$ cat src/rfsr_defs.svh
// register map offsets, reset values, fields and opcodes of the slave
`ifndef RFSR_DEFS_SVH
`define RFSR_DEFS_SVH

`define RFSR_A_ENABLES 8'h00
`define RFSR_A_ROUTING 8'h01
`define RFSR_A_BOOST 8'h02
`define RFSR_A_TIMER_A 8'h03
`define RFSR_A_TIMER_C 8'h05
`define RFSR_A_SET_A 8'h06
`define RFSR_A_SET_C 8'h08
`define RFSR_A_RDMODE 8'h09
`define RFSR_A_SPARE_LO 8'h0A
`define RFSR_A_SPARE_HI 8'h17
`define RFSR_A_SID1 8'h18
`define RFSR_A_SID2 8'h19
`define RFSR_A_STATUS 8'h1A
`define RFSR_A_GROUP 8'h1B
`define RFSR_A_PMTRIG 8'h1C
`define RFSR_A_PID 8'h1D
`define RFSR_A_MFR 8'h1E
`define RFSR_A_SID0 8'h1F
`define RFSR_A_LAST 8'h1F

`define RFSR_SPARE_WORDS 14

`define RFSR_RST_ENABLES 3'h0
`define RFSR_RST_ROUTING 6'h3F
`define RFSR_RST_BOOST 8'hDB
`define RFSR_RST_CHAN 8'h00
`define RFSR_RST_RDMODE 8'h00
`define RFSR_RST_SID 4'h7
`define RFSR_RST_GROUP 8'h00
`define RFSR_RST_PM 2'h0
`define RFSR_RST_MASK 3'h7
`define RFSR_RST_STATUS 8'h00

`define RFSR_BOOST_WMASK 8'hDF
`define RFSR_BC_SID 4'h0

`define RFSR_PM_HI 7
`define RFSR_PM_LO 6
`define RFSR_MASK_LO 3

`define RFSR_ST_RURE 0
`define RFSR_ST_WURE 1
`define RFSR_ST_CPERR 2
`define RFSR_ST_DPERR 3

`define RFSR_OP_WR 3'h2
`define RFSR_OP_RD 3'h3
`define RFSR_OP_EXT_WR 4'h0
`define RFSR_OP_EXT_RD 4'h2
`define RFSR_OP_EXT_WRL 5'h06
`define RFSR_OP_EXT_RDL 5'h07

`endif

$ cat src/rfsr_pkg.sv
// types shared by the serial slave register map
package rfsr_pkg;

    typedef enum logic [2:0] {
        ST_IDLE,
        ST_SA,
        ST_CMD,
        ST_ADDR,
        ST_WDATA,
        ST_PARK,
        ST_RDATA,
        ST_RPARK
    } rfsr_state_t;

    typedef struct packed {
        logic [1:0] power_mode;
        logic read_mode;
        logic [7:0] boost;
        logic [2:0] enables;
        logic [2:0][7:0] timer;
        logic [2:0][7:0] setting;
    } rfsr_ctrl_t;

endpackage

$ cat src/rfsr_pin_sync.sv
// two-flop synchroniser for the bus pins and the otp bit
`timescale 1ns/10ps
module rfsr_pin_sync (
    // clock and reset
    input wire logic i_clock,
    input wire logic i_nrst,
    // asynchronous levels
    input wire logic [2:0] i_async,
    // synchronised levels
    output logic [2:0] o_sync
);

    logic [2:0] meta_ff;

    always_ff @(posedge i_clock)
    begin
        if (!i_nrst)
        begin
            meta_ff <= 3'h0;
            o_sync <= 3'h0;
        end
        else
        begin
            meta_ff <= i_async;
            o_sync <= meta_ff;
        end
    end

endmodule

$ cat src/rfsr_regmap.sv
// serial front-end slave: frame decoder and thirty-two-register map
`timescale 1ns/10ps
`include "rfsr_defs.svh"
module rfsr_regmap #(
    parameter logic [9:0] P_MFR_ID = 10'h155, // arbitrary value
    parameter logic [6:0] P_PID_UPPER = 7'h2A // arbitrary value
) (
    // clock and reset
    input wire logic i_clock,
    input wire logic i_nrst,
    // serial bus pins
    input wire logic i_sclk,
    input wire logic i_sdata,
    output logic o_sdata,
    output logic o_sdata_oe_n,
    // otp product id bit
    input wire logic i_otp_pid_bit,
    // settings to the output channels
    output rfsr_pkg::rfsr_ctrl_t o_ctrl
);

    logic [2:0] pin_s;
    logic sclk_s, sdata_s, otp_s;
    logic sclk_d_ff, sdata_d_ff, ssc_arm_ff;
    logic rise, fall, ssc_start;
    rfsr_pkg::rfsr_state_t state_ff;
    logic [3:0] cnt_ff, sa_ff, left_ff;
    logic [12:0] sh_ff;
    logic [12:0] frm;
    logic [7:0] addr_ff;
    logic ext_rd_ff, rd_ok_ff;
    logic [8:0] rsh_ff;
    logic wr_go_ff;
    logic [7:0] wr_addr_ff, wr_data_ff;
    logic [3:0] st_set_ff;
    logic [2:0] enables_ff;
    logic [5:0] routing_ff;
    logic [7:0] boost_ff, rdmode_ff, group_ff, status_ff;
    logic [2:0][7:0] tmr_sh_ff, tmr_act_ff, set_sh_ff, set_act_ff;
    logic [2:0][3:0] sid_ff;
    logic [1:0] pm_ff;
    logic [2:0] mask_ff;
    logic [2:0] id_hit;
    logic bc_hit;
    logic [7:0] rd_val, spare_roff, spare_woff, spare_rdata;
    logic [2:0] fire;

    rfsr_pin_sync u_sync (
        .i_clock(i_clock),
        .i_nrst(i_nrst),
        .i_async({i_otp_pid_bit, i_sdata, i_sclk}),
        .o_sync(pin_s)
    );

    assign sclk_s = pin_s[0];
    assign sdata_s = pin_s[1];
    assign otp_s = pin_s[2];

    // trigger mask bit selected by a two-bit id-select code; code 3 selects all three bits
    function automatic logic [2:0] dur_sel(input logic [1:0] dur);
        dur_sel = (dur == 2'h3) ? 3'h7 : 3'(3'h1 << dur);
    endfunction

    function automatic logic [1:0] chan_of(input logic [7:0] a);
        chan_of = (a >= `RFSR_A_SET_A) ? 2'(a - `RFSR_A_SET_A)
                                       : 2'(a - `RFSR_A_TIMER_A);
    endfunction

    // who may reach a register; broadcast never reads
    function automatic logic access_ok(input logic [7:0] a,
        input logic is_rd, input logic [2:0] hit, input logic bc,
        input logic [5:0] rt);
        logic bcx;
        logic [1:0] c;
        bcx = bc & ~is_rd;
        c = chan_of(a);
        if (a > `RFSR_A_LAST)
            access_ok = 1'b0;
        else if (a >= `RFSR_A_TIMER_A && a <= `RFSR_A_SET_C)
            access_ok = |(dur_sel(rt[2*c +: 2]) & hit);
        else if (a == `RFSR_A_SID0)
            access_ok = hit[0] | bcx;
        else if (a == `RFSR_A_SID1)
            access_ok = hit[1] | bcx;
        else if (a == `RFSR_A_SID2)
            access_ok = hit[2] | bcx;
        else if (a == `RFSR_A_PMTRIG)
            access_ok = (|hit) | bcx;
        else
            access_ok = |hit;
    endfunction

    // channel write lands at once when its selected triggers are masked
    function automatic logic imm_load(input logic [1:0] dur,
        input logic [2:0] mask);
        imm_load = (dur_sel(dur) & ~mask) == 3'h0;
    endfunction

    assign rise = sclk_s & ~sclk_d_ff;
    assign fall = ~sclk_s & sclk_d_ff;
    assign frm = {sh_ff[11:0], sdata_s};
    assign ssc_start = ssc_arm_ff & ~sclk_s & sdata_d_ff & ~sdata_s
                       & state_ff != rfsr_pkg::ST_RDATA
                       & state_ff != rfsr_pkg::ST_RPARK;

    always_comb
    begin
        for (int i = 0; i < 3; i++)
        begin
            id_hit[i] = sa_ff == sid_ff[i];
        end
        bc_hit = sa_ff == `RFSR_BC_SID || sa_ff == group_ff[3:0];
    end

    // sequence start: data pulses high then low while clock is low
    always_ff @(posedge i_clock)
    begin
        if (!i_nrst)
        begin
            sclk_d_ff <= 1'b0;
            sdata_d_ff <= 1'b0;
            ssc_arm_ff <= 1'b0;
        end
        else
        begin
            sclk_d_ff <= sclk_s;
            sdata_d_ff <= sdata_s;
            if (sclk_s || ssc_start)
                ssc_arm_ff <= 1'b0;
            else if (sdata_s && !sdata_d_ff)
                ssc_arm_ff <= 1'b1;
        end
    end

    // frame decoder; bits are taken on the falling clock edge
    always_ff @(posedge i_clock)
    begin
        wr_go_ff <= 1'b0;
        st_set_ff <= 4'h0;
        if (!i_nrst)
        begin
            state_ff <= rfsr_pkg::ST_IDLE;
            cnt_ff <= 4'h0;
            sh_ff <= 13'h0000;
            sa_ff <= 4'h0;
            left_ff <= 4'h0;
            addr_ff <= 8'h00;
            ext_rd_ff <= 1'b0;
            rd_ok_ff <= 1'b0;
            rsh_ff <= 9'h000;
            wr_addr_ff <= 8'h00;
            wr_data_ff <= 8'h00;
            o_sdata <= 1'b0;
            o_sdata_oe_n <= 1'b1;
        end
        else if (ssc_start)
        begin
            state_ff <= rfsr_pkg::ST_SA;
            cnt_ff <= 4'h0;
        end
        else if (fall)
        begin
            sh_ff <= frm;
            cnt_ff <= cnt_ff + 4'h1;
            unique case (state_ff)
                rfsr_pkg::ST_IDLE:
                begin
                    cnt_ff <= 4'h0;
                end
                rfsr_pkg::ST_SA:
                begin
                    if (cnt_ff == 4'h3)
                    begin
                        sa_ff <= frm[3:0];
                        cnt_ff <= 4'h0;
                        state_ff <= rfsr_pkg::ST_CMD;
                    end
                end
                rfsr_pkg::ST_CMD:
                begin
                    if (cnt_ff == 4'h8)
                    begin
                        cnt_ff <= 4'h0;
                        state_ff <= rfsr_pkg::ST_IDLE;
                        left_ff <= 4'h0;
                        addr_ff <= {3'h0, frm[5:1]};
                        if (!(|id_hit) && !bc_hit)
                            state_ff <= rfsr_pkg::ST_IDLE;
                        else if (!(^frm))
                            st_set_ff[`RFSR_ST_CPERR] <= 1'b1;
                        else if (frm[8])
                        begin
                            wr_go_ff <= access_ok(`RFSR_A_ENABLES, 1'b0,
                                id_hit, bc_hit, routing_ff);
                            wr_addr_ff <= `RFSR_A_ENABLES;
                            wr_data_ff <= {1'b0, frm[7:1]};
                        end
                        else if (frm[8:6] == `RFSR_OP_WR)
                            state_ff <= rfsr_pkg::ST_WDATA;
                        else if (frm[8:6] == `RFSR_OP_RD)
                            state_ff <= rfsr_pkg::ST_PARK;
                        else if (frm[8:5] == `RFSR_OP_EXT_WR ||
                                 frm[8:5] == `RFSR_OP_EXT_RD)
                        begin
                            left_ff <= frm[4:1];
                            ext_rd_ff <= frm[6];
                            state_ff <= rfsr_pkg::ST_ADDR;
                        end
                        else if (frm[8:4] == `RFSR_OP_EXT_WRL)
                            st_set_ff[`RFSR_ST_WURE] <= 1'b1;
                        else if (frm[8:4] == `RFSR_OP_EXT_RDL)
                            st_set_ff[`RFSR_ST_RURE] <= 1'b1;
                    end
                end
                rfsr_pkg::ST_ADDR:
                begin
                    if (cnt_ff == 4'h8)
                    begin
                        cnt_ff <= 4'h0;
                        addr_ff <= frm[8:1];
                        if (!(^frm[8:0]))
                        begin
                            st_set_ff[`RFSR_ST_DPERR] <= 1'b1;
                            state_ff <= rfsr_pkg::ST_IDLE;
                        end
                        else if (ext_rd_ff)
                            state_ff <= rfsr_pkg::ST_PARK;
                        else
                            state_ff <= rfsr_pkg::ST_WDATA;
                    end
                end
                rfsr_pkg::ST_WDATA:
                begin
                    if (cnt_ff == 4'h8)
                    begin
                        cnt_ff <= 4'h0;
                        wr_addr_ff <= addr_ff;
                        wr_data_ff <= frm[8:1];
                        addr_ff <= addr_ff + 8'h01;
                        left_ff <= left_ff - 4'h1;
                        if (!(^frm[8:0]))
                        begin
                            st_set_ff[`RFSR_ST_DPERR] <= 1'b1;
                            state_ff <= rfsr_pkg::ST_IDLE;
                        end
                        else
                        begin
                            wr_go_ff <= access_ok(addr_ff, 1'b0, id_hit,
                                bc_hit, routing_ff);
                            if (left_ff == 4'h0)
                                state_ff <= rfsr_pkg::ST_IDLE;
                        end
                    end
                end
                rfsr_pkg::ST_PARK:
                begin
                    cnt_ff <= 4'h0;
                    rsh_ff <= {rd_val, ~^rd_val};
                    rd_ok_ff <= access_ok(addr_ff, 1'b1, id_hit, bc_hit,
                        routing_ff);
                    state_ff <= rfsr_pkg::ST_RDATA;
                end
                rfsr_pkg::ST_RDATA:
                begin
                    cnt_ff <= cnt_ff;
                    // step the address one bit early: spare reads lag
                    if (cnt_ff == 4'h8 && left_ff != 4'h0)
                        addr_ff <= addr_ff + 8'h01;
                    if (cnt_ff == 4'h9 && left_ff == 4'h0)
                        state_ff <= rfsr_pkg::ST_RPARK;
                    else if (cnt_ff == 4'h9)
                    begin
                        cnt_ff <= 4'h0;
                        left_ff <= left_ff - 4'h1;
                        rsh_ff <= {rd_val, ~^rd_val};
                        rd_ok_ff <= access_ok(addr_ff, 1'b1, id_hit,
                            bc_hit, routing_ff);
                    end
                end
                rfsr_pkg::ST_RPARK:
                begin
                    o_sdata_oe_n <= 1'b1;
                    state_ff <= rfsr_pkg::ST_IDLE;
                end
            endcase
        end
        else if (rise && state_ff == rfsr_pkg::ST_RDATA && cnt_ff != 4'h9)
        begin
            o_sdata <= rsh_ff[8];
            o_sdata_oe_n <= ~rd_ok_ff;
            rsh_ff <= {rsh_ff[7:0], 1'b0};
            cnt_ff <= cnt_ff + 4'h1;
        end
        else if (rise && state_ff == rfsr_pkg::ST_RPARK)
        begin
            o_sdata <= 1'b0;
        end
    end

    // plain control registers
    always_ff @(posedge i_clock)
    begin
        if (!i_nrst)
        begin
            enables_ff <= `RFSR_RST_ENABLES;
            routing_ff <= `RFSR_RST_ROUTING;
            boost_ff <= `RFSR_RST_BOOST;
            rdmode_ff <= `RFSR_RST_RDMODE;
            group_ff <= `RFSR_RST_GROUP;
            pm_ff <= `RFSR_RST_PM;
            mask_ff <= `RFSR_RST_MASK;
            for (int i = 0; i < 3; i++)
            begin
                sid_ff[i] <= `RFSR_RST_SID;
            end
        end
        else if (wr_go_ff)
        begin
            case (wr_addr_ff)
                `RFSR_A_ENABLES: enables_ff <= wr_data_ff[2:0];
                `RFSR_A_ROUTING: routing_ff <= wr_data_ff[5:0];
                `RFSR_A_BOOST: boost_ff <= wr_data_ff & `RFSR_BOOST_WMASK;
                `RFSR_A_RDMODE: rdmode_ff <= wr_data_ff;
                `RFSR_A_GROUP: group_ff <= wr_data_ff;
                `RFSR_A_SID0: sid_ff[0] <= wr_data_ff[3:0];
                `RFSR_A_SID1: sid_ff[1] <= wr_data_ff[3:0];
                `RFSR_A_SID2: sid_ff[2] <= wr_data_ff[3:0];
                `RFSR_A_PMTRIG:
                begin
                    pm_ff <= wr_data_ff[`RFSR_PM_HI:`RFSR_PM_LO];
                    mask_ff <= wr_data_ff[`RFSR_MASK_LO +: 3];
                end
                default: ;
            endcase
        end
    end

    // hardware-set status bits win over a software write
    always_ff @(posedge i_clock)
    begin
        if (!i_nrst)
            status_ff <= `RFSR_RST_STATUS;
        else if (wr_go_ff && wr_addr_ff == `RFSR_A_STATUS)
            status_ff <= wr_data_ff | {4'h0, st_set_ff};
        else
            status_ff <= status_ff | {4'h0, st_set_ff};
    end

    // triggers fire only where their mask bit is clear
    assign fire = (wr_go_ff && wr_addr_ff == `RFSR_A_PMTRIG)
                  ? wr_data_ff[2:0] & ~wr_data_ff[`RFSR_MASK_LO +: 3]
                  : 3'h0;

    // channel shadow and active copies
    always_ff @(posedge i_clock)
    begin
        if (!i_nrst)
        begin
            for (int c = 0; c < 3; c++)
            begin
                tmr_sh_ff[c] <= `RFSR_RST_CHAN;
                tmr_act_ff[c] <= `RFSR_RST_CHAN;
                set_sh_ff[c] <= `RFSR_RST_CHAN;
                set_act_ff[c] <= `RFSR_RST_CHAN;
            end
        end
        else
        begin
            for (int c = 0; c < 3; c++)
            begin
                if (|(fire & dur_sel(routing_ff[2*c +: 2])))
                begin
                    tmr_act_ff[c] <= tmr_sh_ff[c];
                    set_act_ff[c] <= set_sh_ff[c];
                end
                if (wr_go_ff && wr_addr_ff == `RFSR_A_TIMER_A + 8'(c))
                begin
                    tmr_sh_ff[c] <= wr_data_ff;
                    if (imm_load(routing_ff[2*c +: 2], mask_ff))
                        tmr_act_ff[c] <= wr_data_ff;
                end
                if (wr_go_ff && wr_addr_ff == `RFSR_A_SET_A + 8'(c))
                begin
                    set_sh_ff[c] <= wr_data_ff;
                    if (imm_load(routing_ff[2*c +: 2], mask_ff))
                        set_act_ff[c] <= wr_data_ff;
                end
            end
        end
    end

    assign spare_woff = wr_addr_ff - `RFSR_A_SPARE_LO;
    assign spare_roff = addr_ff - `RFSR_A_SPARE_LO;

    rfsr_spare_mem u_spare (
        .i_clock(i_clock),
        .i_nrst(i_nrst),
        .i_we(wr_go_ff && wr_addr_ff >= `RFSR_A_SPARE_LO
              && wr_addr_ff <= `RFSR_A_SPARE_HI),
        .i_waddr(spare_woff[3:0]),
        .i_wdata(wr_data_ff),
        .i_raddr(spare_roff[3:0]),
        .o_rdata(spare_rdata)
    );

    // read value; timer and setting return the active copy
    always_comb
    begin
        rd_val = 8'h00;
        if (addr_ff >= `RFSR_A_SPARE_LO && addr_ff <= `RFSR_A_SPARE_HI)
            rd_val = spare_rdata;
        else if (addr_ff >= `RFSR_A_TIMER_A && addr_ff <= `RFSR_A_TIMER_C)
            rd_val = tmr_act_ff[chan_of(addr_ff)];
        else if (addr_ff >= `RFSR_A_SET_A && addr_ff <= `RFSR_A_SET_C)
            rd_val = set_act_ff[chan_of(addr_ff)];
        else
        begin
            case (addr_ff)
                `RFSR_A_ENABLES: rd_val = {5'h00, enables_ff};
                `RFSR_A_ROUTING: rd_val = {2'h0, routing_ff};
                `RFSR_A_BOOST: rd_val = boost_ff;
                `RFSR_A_RDMODE: rd_val = rdmode_ff;
                `RFSR_A_SID0: rd_val = {2'h0, P_MFR_ID[9:8], sid_ff[0]};
                `RFSR_A_SID1: rd_val = {2'h0, P_MFR_ID[9:8], sid_ff[1]};
                `RFSR_A_SID2: rd_val = {2'h0, P_MFR_ID[9:8], sid_ff[2]};
                `RFSR_A_STATUS: rd_val = status_ff;
                `RFSR_A_GROUP: rd_val = group_ff;
                `RFSR_A_PMTRIG: rd_val = {pm_ff, mask_ff, 3'h0};
                `RFSR_A_PID: rd_val = {P_PID_UPPER, otp_s};
                `RFSR_A_MFR: rd_val = P_MFR_ID[7:0];
                default: rd_val = 8'h00;
            endcase
        end
    end

    always_comb
    begin
        o_ctrl.power_mode = pm_ff;
        o_ctrl.read_mode = rdmode_ff[0];
        o_ctrl.boost = boost_ff;
        o_ctrl.enables = enables_ff;
        o_ctrl.timer = tmr_act_ff;
        o_ctrl.setting = set_act_ff;
    end

endmodule

$ cat src/rfsr_spare_mem.sv
// spare register words, registered read port
`timescale 1ns/10ps
`include "rfsr_defs.svh"
module rfsr_spare_mem (
    // clock and reset
    input wire logic i_clock,
    input wire logic i_nrst,
    // write port
    input wire logic i_we,
    input wire logic [3:0] i_waddr,
    input wire logic [7:0] i_wdata,
    // read port
    input wire logic [3:0] i_raddr,
    output logic [7:0] o_rdata
);

    logic [7:0] mem_ff [0:`RFSR_SPARE_WORDS-1];

    always_ff @(posedge i_clock)
    begin
        if (!i_nrst)
        begin
            for (int i = 0; i < `RFSR_SPARE_WORDS; i++)
            begin
                mem_ff[i] <= 8'h00;
            end
        end
        else if (i_we)
        begin
            mem_ff[i_waddr] <= i_wdata;
        end
    end

    // out-of-range index reads zero rather than an unknown word
    always_ff @(posedge i_clock)
    begin
        if (!i_nrst)
        begin
            o_rdata <= 8'h00;
        end
        else if (i_raddr < 4'(`RFSR_SPARE_WORDS))
        begin
            o_rdata <= mem_ff[i_raddr];
        end
        else
        begin
            o_rdata <= 8'h00;
        end
    end

endmodule

$ cat config.mk
export PLATFORM = sky130hd
export DESIGN_NAME = rfsr_regmap
export DESIGN_NICKNAME = d
export VERILOG_FILES = /design/src/rfsr_pkg.sv /design/src/rfsr_pin_sync.sv /design/src/rfsr_regmap.sv /design/src/rfsr_spare_mem.sv
export VERILOG_INCLUDE_DIRS = /design/src
export SDC_FILE = /design/constraint.sdc
export NUM_CORES = 1
export LEC_CHECK = 0
export ABC_CLOCK_PERIOD_IN_PS = 6900
export BUFFER_PORTS_ARGS = -buffer_cell sky130_fd_sc_hd__buf_4
export CAP_MARGIN = 20
export CORE_MARGIN = 2
export CORE_UTILIZATION = 65
export CTS_CLUSTER_DIAMETER = 200
export CTS_CLUSTER_SIZE = 24
export DETAILED_ROUTE_END_ITERATION = 16
export PLACE_DENSITY = 0.83
export SYNTH_ARGS = -nofsm -noshare
export SYNTH_HDL_FRONTEND = slang
export SYNTH_SLANG_ARGS = --single-unit
export TNS_END_PERCENT = 30
$ cat constraint.sdc
create_clock -name i_clock -period 6.9 [get_ports i_clock]
set_clock_uncertainty 0.15 [all_clocks]
set_input_delay 1.725 -clock i_clock [delete_from_list [all_inputs] [get_ports i_clock]]
set_output_delay 1.725 -clock i_clock [all_outputs]
set_load 0.005 [all_outputs]
* Word level (Yosys, flattened, before mapping) *
Memories as Yosys holds them, arrays and structs flattened. A register that Yosys moved wholly into a read port is not among the register bits.
Index checks and enable logic that the tools add are counted.

storage, ports and cells
  register bits after elaboration = 231
  bits in writable memories = 112
  input port bits = 5
  output and inout bits = 64
  word-level logic and storage cells = 399
  memories kept = 1

memories
  memory          depth  bits a word  rd ports  clocked after Yosys merged registers in  wr ports  line                  source
  u_spare.mem_ff  14     8            1         1                                        14        rfsr_spare_mem.sv:17  logic [7:0] mem_ff [0:`RFSR_SPARE_WORDS-1];

cells by class
  add/sub/neg operators = 7
  $lt $le $gt $ge = 11
  equal/unequal tests = 74
  shifts and indexed selects = 5
  multiplexer cells = 127
  bitwise gates (word level) = 38
  reduce and logical (&&, ||, !) cells = 89

operators by type and width
  cell                count
  $mux 8              38
  $eq 8x5->1 const B  14
  $pmux 8 s12         1
  $mux 4              17
  $mux 3              18
  $mux 1              36
  $mux 9              4
  $bmux 8 s2          2
  $eq 8x3->1 const B  4
  $pmux 8 s2          2
  $pmux 8 s4          1
  $ne 3x3->1 const B  10
  $and 3x3->3         8
  $eq 8x2->1 const B  3
  $eq 8x4->1 const B  3
  $reduce_and 8->1    3
  $ne 2x2->1 const B  11
  $reduce_and 2->1    11
  $logic_and 1x1->1   21
  $pmux 3 s7          1
  $reduce_or 3->1     7
  $pmux 9 s2          1
  $eq 4x4->1          4
  $eq 8x1->1 const B  2
  other kinds (59)    129

* Depth between registers and ports, before layout *
  word-level depth = 12
  gate-level depth with buffers = 15
  gate-level depth less buffers = 12

* Cells and area by module *
Synthesis repeated with hierarchy kept, for this count alone.

unflattened totals
  cell total of the unflattened synthesis = 1801
  area, all modules = 17212.8 µm²

modules (own cells, without submodules)
  module          times used  cells an instance  area each (µm²)  seq. area each (µm²)
  rfsr_regmap     1           1404               11508.5          4504.3
  rfsr_spare_mem  1           385                5546.6           3523.4
  rfsr_pin_sync   1           12                 157.7            120.1

* Worst setup path before layout *
Ideal clock, no wire load.

  path type = input port to flip-flop
  start = in i_nrst
  end = mem u_spare.mem_ff[13][0] (enable)
  library setup time = 384 ps
  data arrival time = 3114 ps
  required time = 6366 ps
  setup slack = 3252 ps
  stages on the path = 5
  buffers on the path = 1
  cells stage by stage = clkbuf_1 -> nand2_1 -> a21oi_1 -> nand3_1 -> o21ai_0

RTL lines
  what         line                  source
  from (decl)  rfsr_regmap.sv:10     input wire logic i_nrst,
  to (decl)    rfsr_spare_mem.sv:17

* Final worst setup path *
  start = reg addr_ff[2]
  end = reg rsh_ff[0]

between the ends
  longest elaborated chain between the ends = 12
  elaborated cells between the ends (all ways) = 35
  classes of those cells = order compare: 6; eq/ne: 11; mux: 13; reduce/logical: 5

RTL lines
  what                          line                                    source
  from (decl)                   rfsr_regmap.sv:30                       logic [7:0] addr_ff;
  from (signal assigned)        rfsr_regmap.sv:186                      addr_ff <= {3'h0, frm[5:1]};
  from (signal assigned)        rfsr_regmap.sv:220                      addr_ff <= frm[8:1];
  from (signal assigned)        rfsr_regmap.sv:239                      addr_ff <= addr_ff + 8'h01;
  $ge 8x3->1 (no source line)   --
  $mux 2                        rfsr_regmap.sv:65                       chan_of = (a >= `RFSR_A_SET_A) ? 2'(a - `RFSR_A_SET_A)
  $bmux 8 s2                    rfsr_regmap.sv:415                      rd_val = set_act_ff[chan_of(addr_ff)];
  $mux 8 (implied by the code)  rfsr_regmap.sv:415
  $mux 8                        rfsr_regmap.sv:414                      else if (addr_ff >= `RFSR_A_SET_A && addr_ff <= `RFSR_A_SET_C)
  $mux 8                        rfsr_regmap.sv:412                      else if (addr_ff >= `RFSR_A_TIMER_A && addr_ff <= `RFSR_A_TIMER_C)
  $mux 8 (*)                    rfsr_regmap.sv:410                      if (addr_ff >= `RFSR_A_SPARE_LO && addr_ff <= `RFSR_A_SPARE_HI)
  $reduce_xnor 8->1 (*)         rfsr_regmap.sv:258, rfsr_regmap.sv:275
  $mux 9                        rfsr_regmap.sv:271                      else if (cnt_ff == 4'h9)
  $mux 9                        rfsr_regmap.sv:269                      if (cnt_ff == 4'h9 && left_ff == 4'h0)
  $pmux 9 s2 (*)                rfsr_regmap.sv:165                      unique case (state_ff)
  $mux 9 (*)                    rfsr_regmap.sv:161                      else if (fall)
  to (signal assigned)          rfsr_regmap.sv:258                      rsh_ff <= {rd_val, ~^rd_val};
  to (signal assigned)          rfsr_regmap.sv:275                      rsh_ff <= {rd_val, ~^rd_val};
  to (signal assigned)          rfsr_regmap.sv:291                      rsh_ff <= {rsh_ff[7:0], 1'b0};
  to (decl)                     rfsr_regmap.sv:32                       logic [8:0] rsh_ff;

Every way passes the cells marked *; elsewhere a longest branch is shown, timed or not. The select of a mux whose other input is x is not followed.
A chain may end at the register's enable or synchronous reset.

==> impl_metrics.json <==
{
  "outcome": "completed",
  "fillers": 1956,
  "clk_pin_slew_ps": 100,
  "synth-seq-cells": 351,
  "drtAntennaViolNets": 0,
  "cts-root-buf": "clkbuf_16",
  "clock_latency_ps": 530,
  "dp_cells": 2086,
  "dr.pass1.iters": 6,
  "clock_sink_count": 351,
  "drt_iter0_drc": 2275,
  "n_antenna_cell": 0,
  "synthMuxAreaShare": 0.100,
  "detail_route.wl_per_cell_um": 23.2,
  "fp-row-count": 59,
  "grt_pass1_vias": 13100,
  "synthTopCellsByArea": "dfxtp_1 (28%), edfxtp_1 (20%), mux2i_1 (6.8%)",
  "ctsHtreeMaxLevel": 1,
  "switchingPower_uw": 720,
  "hp-class": "flip-flop to flip-flop",
  "end_kind": "flip-flop",
  "synth-simple-area-share": 0.194,
  "syn2layout_area_growth_pct": 6.88,
  "grt_first_pass_wirelength_mm": 75.8,
  "dieArea_um2": 27500,
  "crit_fanout": 31,
  "drv_cap": 0,
  "yosysSeqAreaShare": 0.479,
  "p_per_area_nw_per_um2": 188,
  "synth_xor_area_frac": 0.0170,
  "synthCells": 1793,
  "yosys_warnings": 0,
  "synth_edf_count": 112,
  "synthAdderAreaFrac": 0.0213,
  "min_period_over_period": 0.667,
  "cts_tree": "built",
  "required_ps": 7220,
  "synthDistinctLibCells": 72,
  "post_cts_buffers": 0,
  "post-route-min-period_ps": 4600,
  "power_frac_seq": 0.638,
  "slew_headroom": 0.226,
  "path_class": "flip-flop to flip-flop",
  "post_cts_resized": 0,
  "vias": 14100,
  "nets": 1817,
  "syn_nets": 1827,
  "overflow": 0,
  "tightest_slew_ps": 1150,
  "fin_setup_tns_ps": 0,
  "ctsHoldBuffers": 0,
  "p_int_mw": 2.70,
  "die_x_um": 166,
  "place_congestion": 1.01,
  "ys.flop_type": "dfxtp_1",
  "synth_compound_area_frac": 0.151,
  "p_sw_frac": 0.211,
  "port-buffer-count": 67,
  "core-area_um2": 25900,
  "avgSynthCellArea_um2": 9.49,
  "netlist_area_um2": 17000,
  "rsz0062_at_grt": "no",
  "max-vdd-ir-drop_mv": 0.288,
  "clock_path_buffers": 3,
  "slew_viol_final": 0,
  "io_pins": 69,
  "netlist.area_leader.share": 0.281,
  "finalSetupViolCount": 0,
  "fin_cells": 2125,
  "hold_viol": 0,
  "leakage_nw": 6.39,
  "cp.arrival_ps": 4920,
  "vias_per_cell": 6.64,
  "combinationalPowerShare": 0.023,
  "grt_max_degree": 101,
  "synth_top_family_by_area": "simple AND/OR/NAND/NOR gates",
  "drc": 0,
  "antenna_found_initial": 0,
  "start_util": 0.657,
  "synth_async_sr_flop_share": 0,
  "routed_wl_mm": 49.3,
  "grtUsageTotal": 0.349,
  "p_clk_frac": 0.339,
  "hpwlAfterDp_mm": 34.2,
  "clock.fmax_mhz": 217,
  "yosysTopAreaCell": "dfxtp_1",
  "die_h_um": 166,
  "cts_buffers": 18,
  "worst_setup_path_start_kind": "flip-flop",
  "drive_above_1_share": 0.0911
}
==> worst max-delay path: stages, from the launching register on <==
cell and delay, ps:
dfxtp_1 1010, inv_1 390, ha_1 290, nor2b_1 120, o311a_1 300, o21ai_2 400, nand2b_1 240, a2111oi_1 670
o211ai_1 190, a21o_1 230, a211o_1 270, a21oi_1 150, nand3b_1 120
==> Yosys cell counts, types with 21 or more instances <==
| cell type | instances |
|---|---|
| edfxtp_1 | 112 |
| clkbuf_1 | 103 |
| nor3_1 | 43 |
| o21ai_0 | 97 |
| and2_1 | 130 |
| mux2i_1 | 115 |
| xnor2_1 | 21 |
| nand3_1 | 38 |
| nor2_1 | 239 |
| mux4_2 | 24 |
| inv_1 | 35 |
| a21oi_1 | 72 |
| ha_1 | 29 |
| a211oi_1 | 46 |
| a22oi_1 | 46 |
| nand2_1 | 149 |
| dfxtp_1 | 239 |
==> sequential cells by signal, indices dropped and copies added, names as in the netlist, 6 cells and up <==
name / count
addr_ff: 8
boost_ff: 7
group_ff: 8
o_ctrl: 48
rdmode_ff: 8
routing_ff: 6
rsh_ff: 9
set_sh_ff: 24
sh_ff: 12
sid_ff: 12
status_ff: 8
tmr_sh_ff: 24
u_spare.mem_ff: 112
u_spare.o_rdata: 8
wr_addr_ff: 8
wr_data_ff: 8
==> through the flow <==
stage | hold slack [ps] | utilization | worst slack [ps] | cell area [um2] | power (mW)
CTS | 296 | 0.698 | 2450 | 18100 | 3.42
floorplan | 262 | - | 3250 | 17000 | 2.27
global route | 315 | 0.702 | 1980 | 18200 | 3.51
global placement | 264 | 0.678 | 2650 | 17600 | 2.30
finish | 290 | 0.702 | 2300 | 18200 | 3.42
detailed placement | 274 | 0.678 | 2530 | 17600 | 2.30
==> area by class of cell <==
class | count | area (um2) | area share
sequential | 351 | 8150 | 0.448
clock inverter | 1 | 11.3 | 0.000619
clock buffer | 26 | 502 | 0.0276
timing repair buffer | 97 | 732 | 0.0403
multi-input combinational | 1279 | 8230 | 0.453
tap | 335 | 419 | 0.0231
inverter | 36 | 136 | 0.00750
==> placed cells by master (no fill, tap or decap), types with 4 or more instances in the layout <==
cell type / count
a211oi_1: 46
a21o_1: 4
a21oi_1: 72
a221oi_1: 9
a22oi_1: 46
a311oi_1: 5
a31oi_1: 12
a32oi_1: 20
and2_1: 130
and3_1: 11
and3b_1: 5
buf_4: 87
clkbuf_1: 7
clkbuf_16: 19
clkbuf_4: 5
dfxtp_1: 238
edfxtp_1: 112
ha_1: 29
inv_1: 34
mux2i_1: 115
mux4_2: 24
nand2_1: 149
nand2b_1: 14
nand3_1: 38
nor2_1: 239
nor2b_1: 18
nor3_1: 43
nor4_1: 8
o211ai_1: 14
o21a_1: 7
o21ai_0: 97
o21ai_1: 4
o21ai_2: 4
o22ai_1: 11
or2_2: 5
or3_1: 7
xnor2_1: 21
xor2_1: 11
==> path summary, 6_finish.rpt <==
| kind | start | to | slack, ps | depth (start not counted) |
|---|---|---|---|---|
| min | u_sync.meta_ff[1] | u_sync.o_sync[1] | 290 | 1 |
| min reg2reg | u_sync.meta_ff[1] | u_sync.o_sync[1] | 290 | 1 |
| max reg2reg | addr_ff[2] | rsh_ff[0] | 2300 | 12 |
| max | addr_ff[2] | rsh_ff[0] | 2300 | 12 |
==> cell families after synthesis <==
logic type,Yosys count
and+or+nand+nor,689
AOI/OAI and AO/OA,387
DFF,351
buffers and inverters,163
muxes,140
xor gates and xnor gates,33
adders and majority gates,29
other,1
==> power groups by stage <==
| stage | registers [mW] | logic (mW) | clock network (mW) |
|---|---|---|---|
| after floorplan | 2.22 | 0.0578 | 0 |
| after global placement | 2.23 | 0.0732 | 0 |
| after detailed placement | 2.23 | 0.0759 | 0 |
| after CTS | 2.18 | 0.0761 | 1.16 |
| after global routing | 2.19 | 0.0866 | 1.24 |
| final | 2.18 | 0.0801 | 1.16 |
==> per-layer routing <==
metal,track usage,part of all wire
met5,0,0
met1,0.492,0.40
met3,0.0443,0.095
met4,0.164,0.053
met2,0.542,0.45
(Power assumes the default switching activity.)
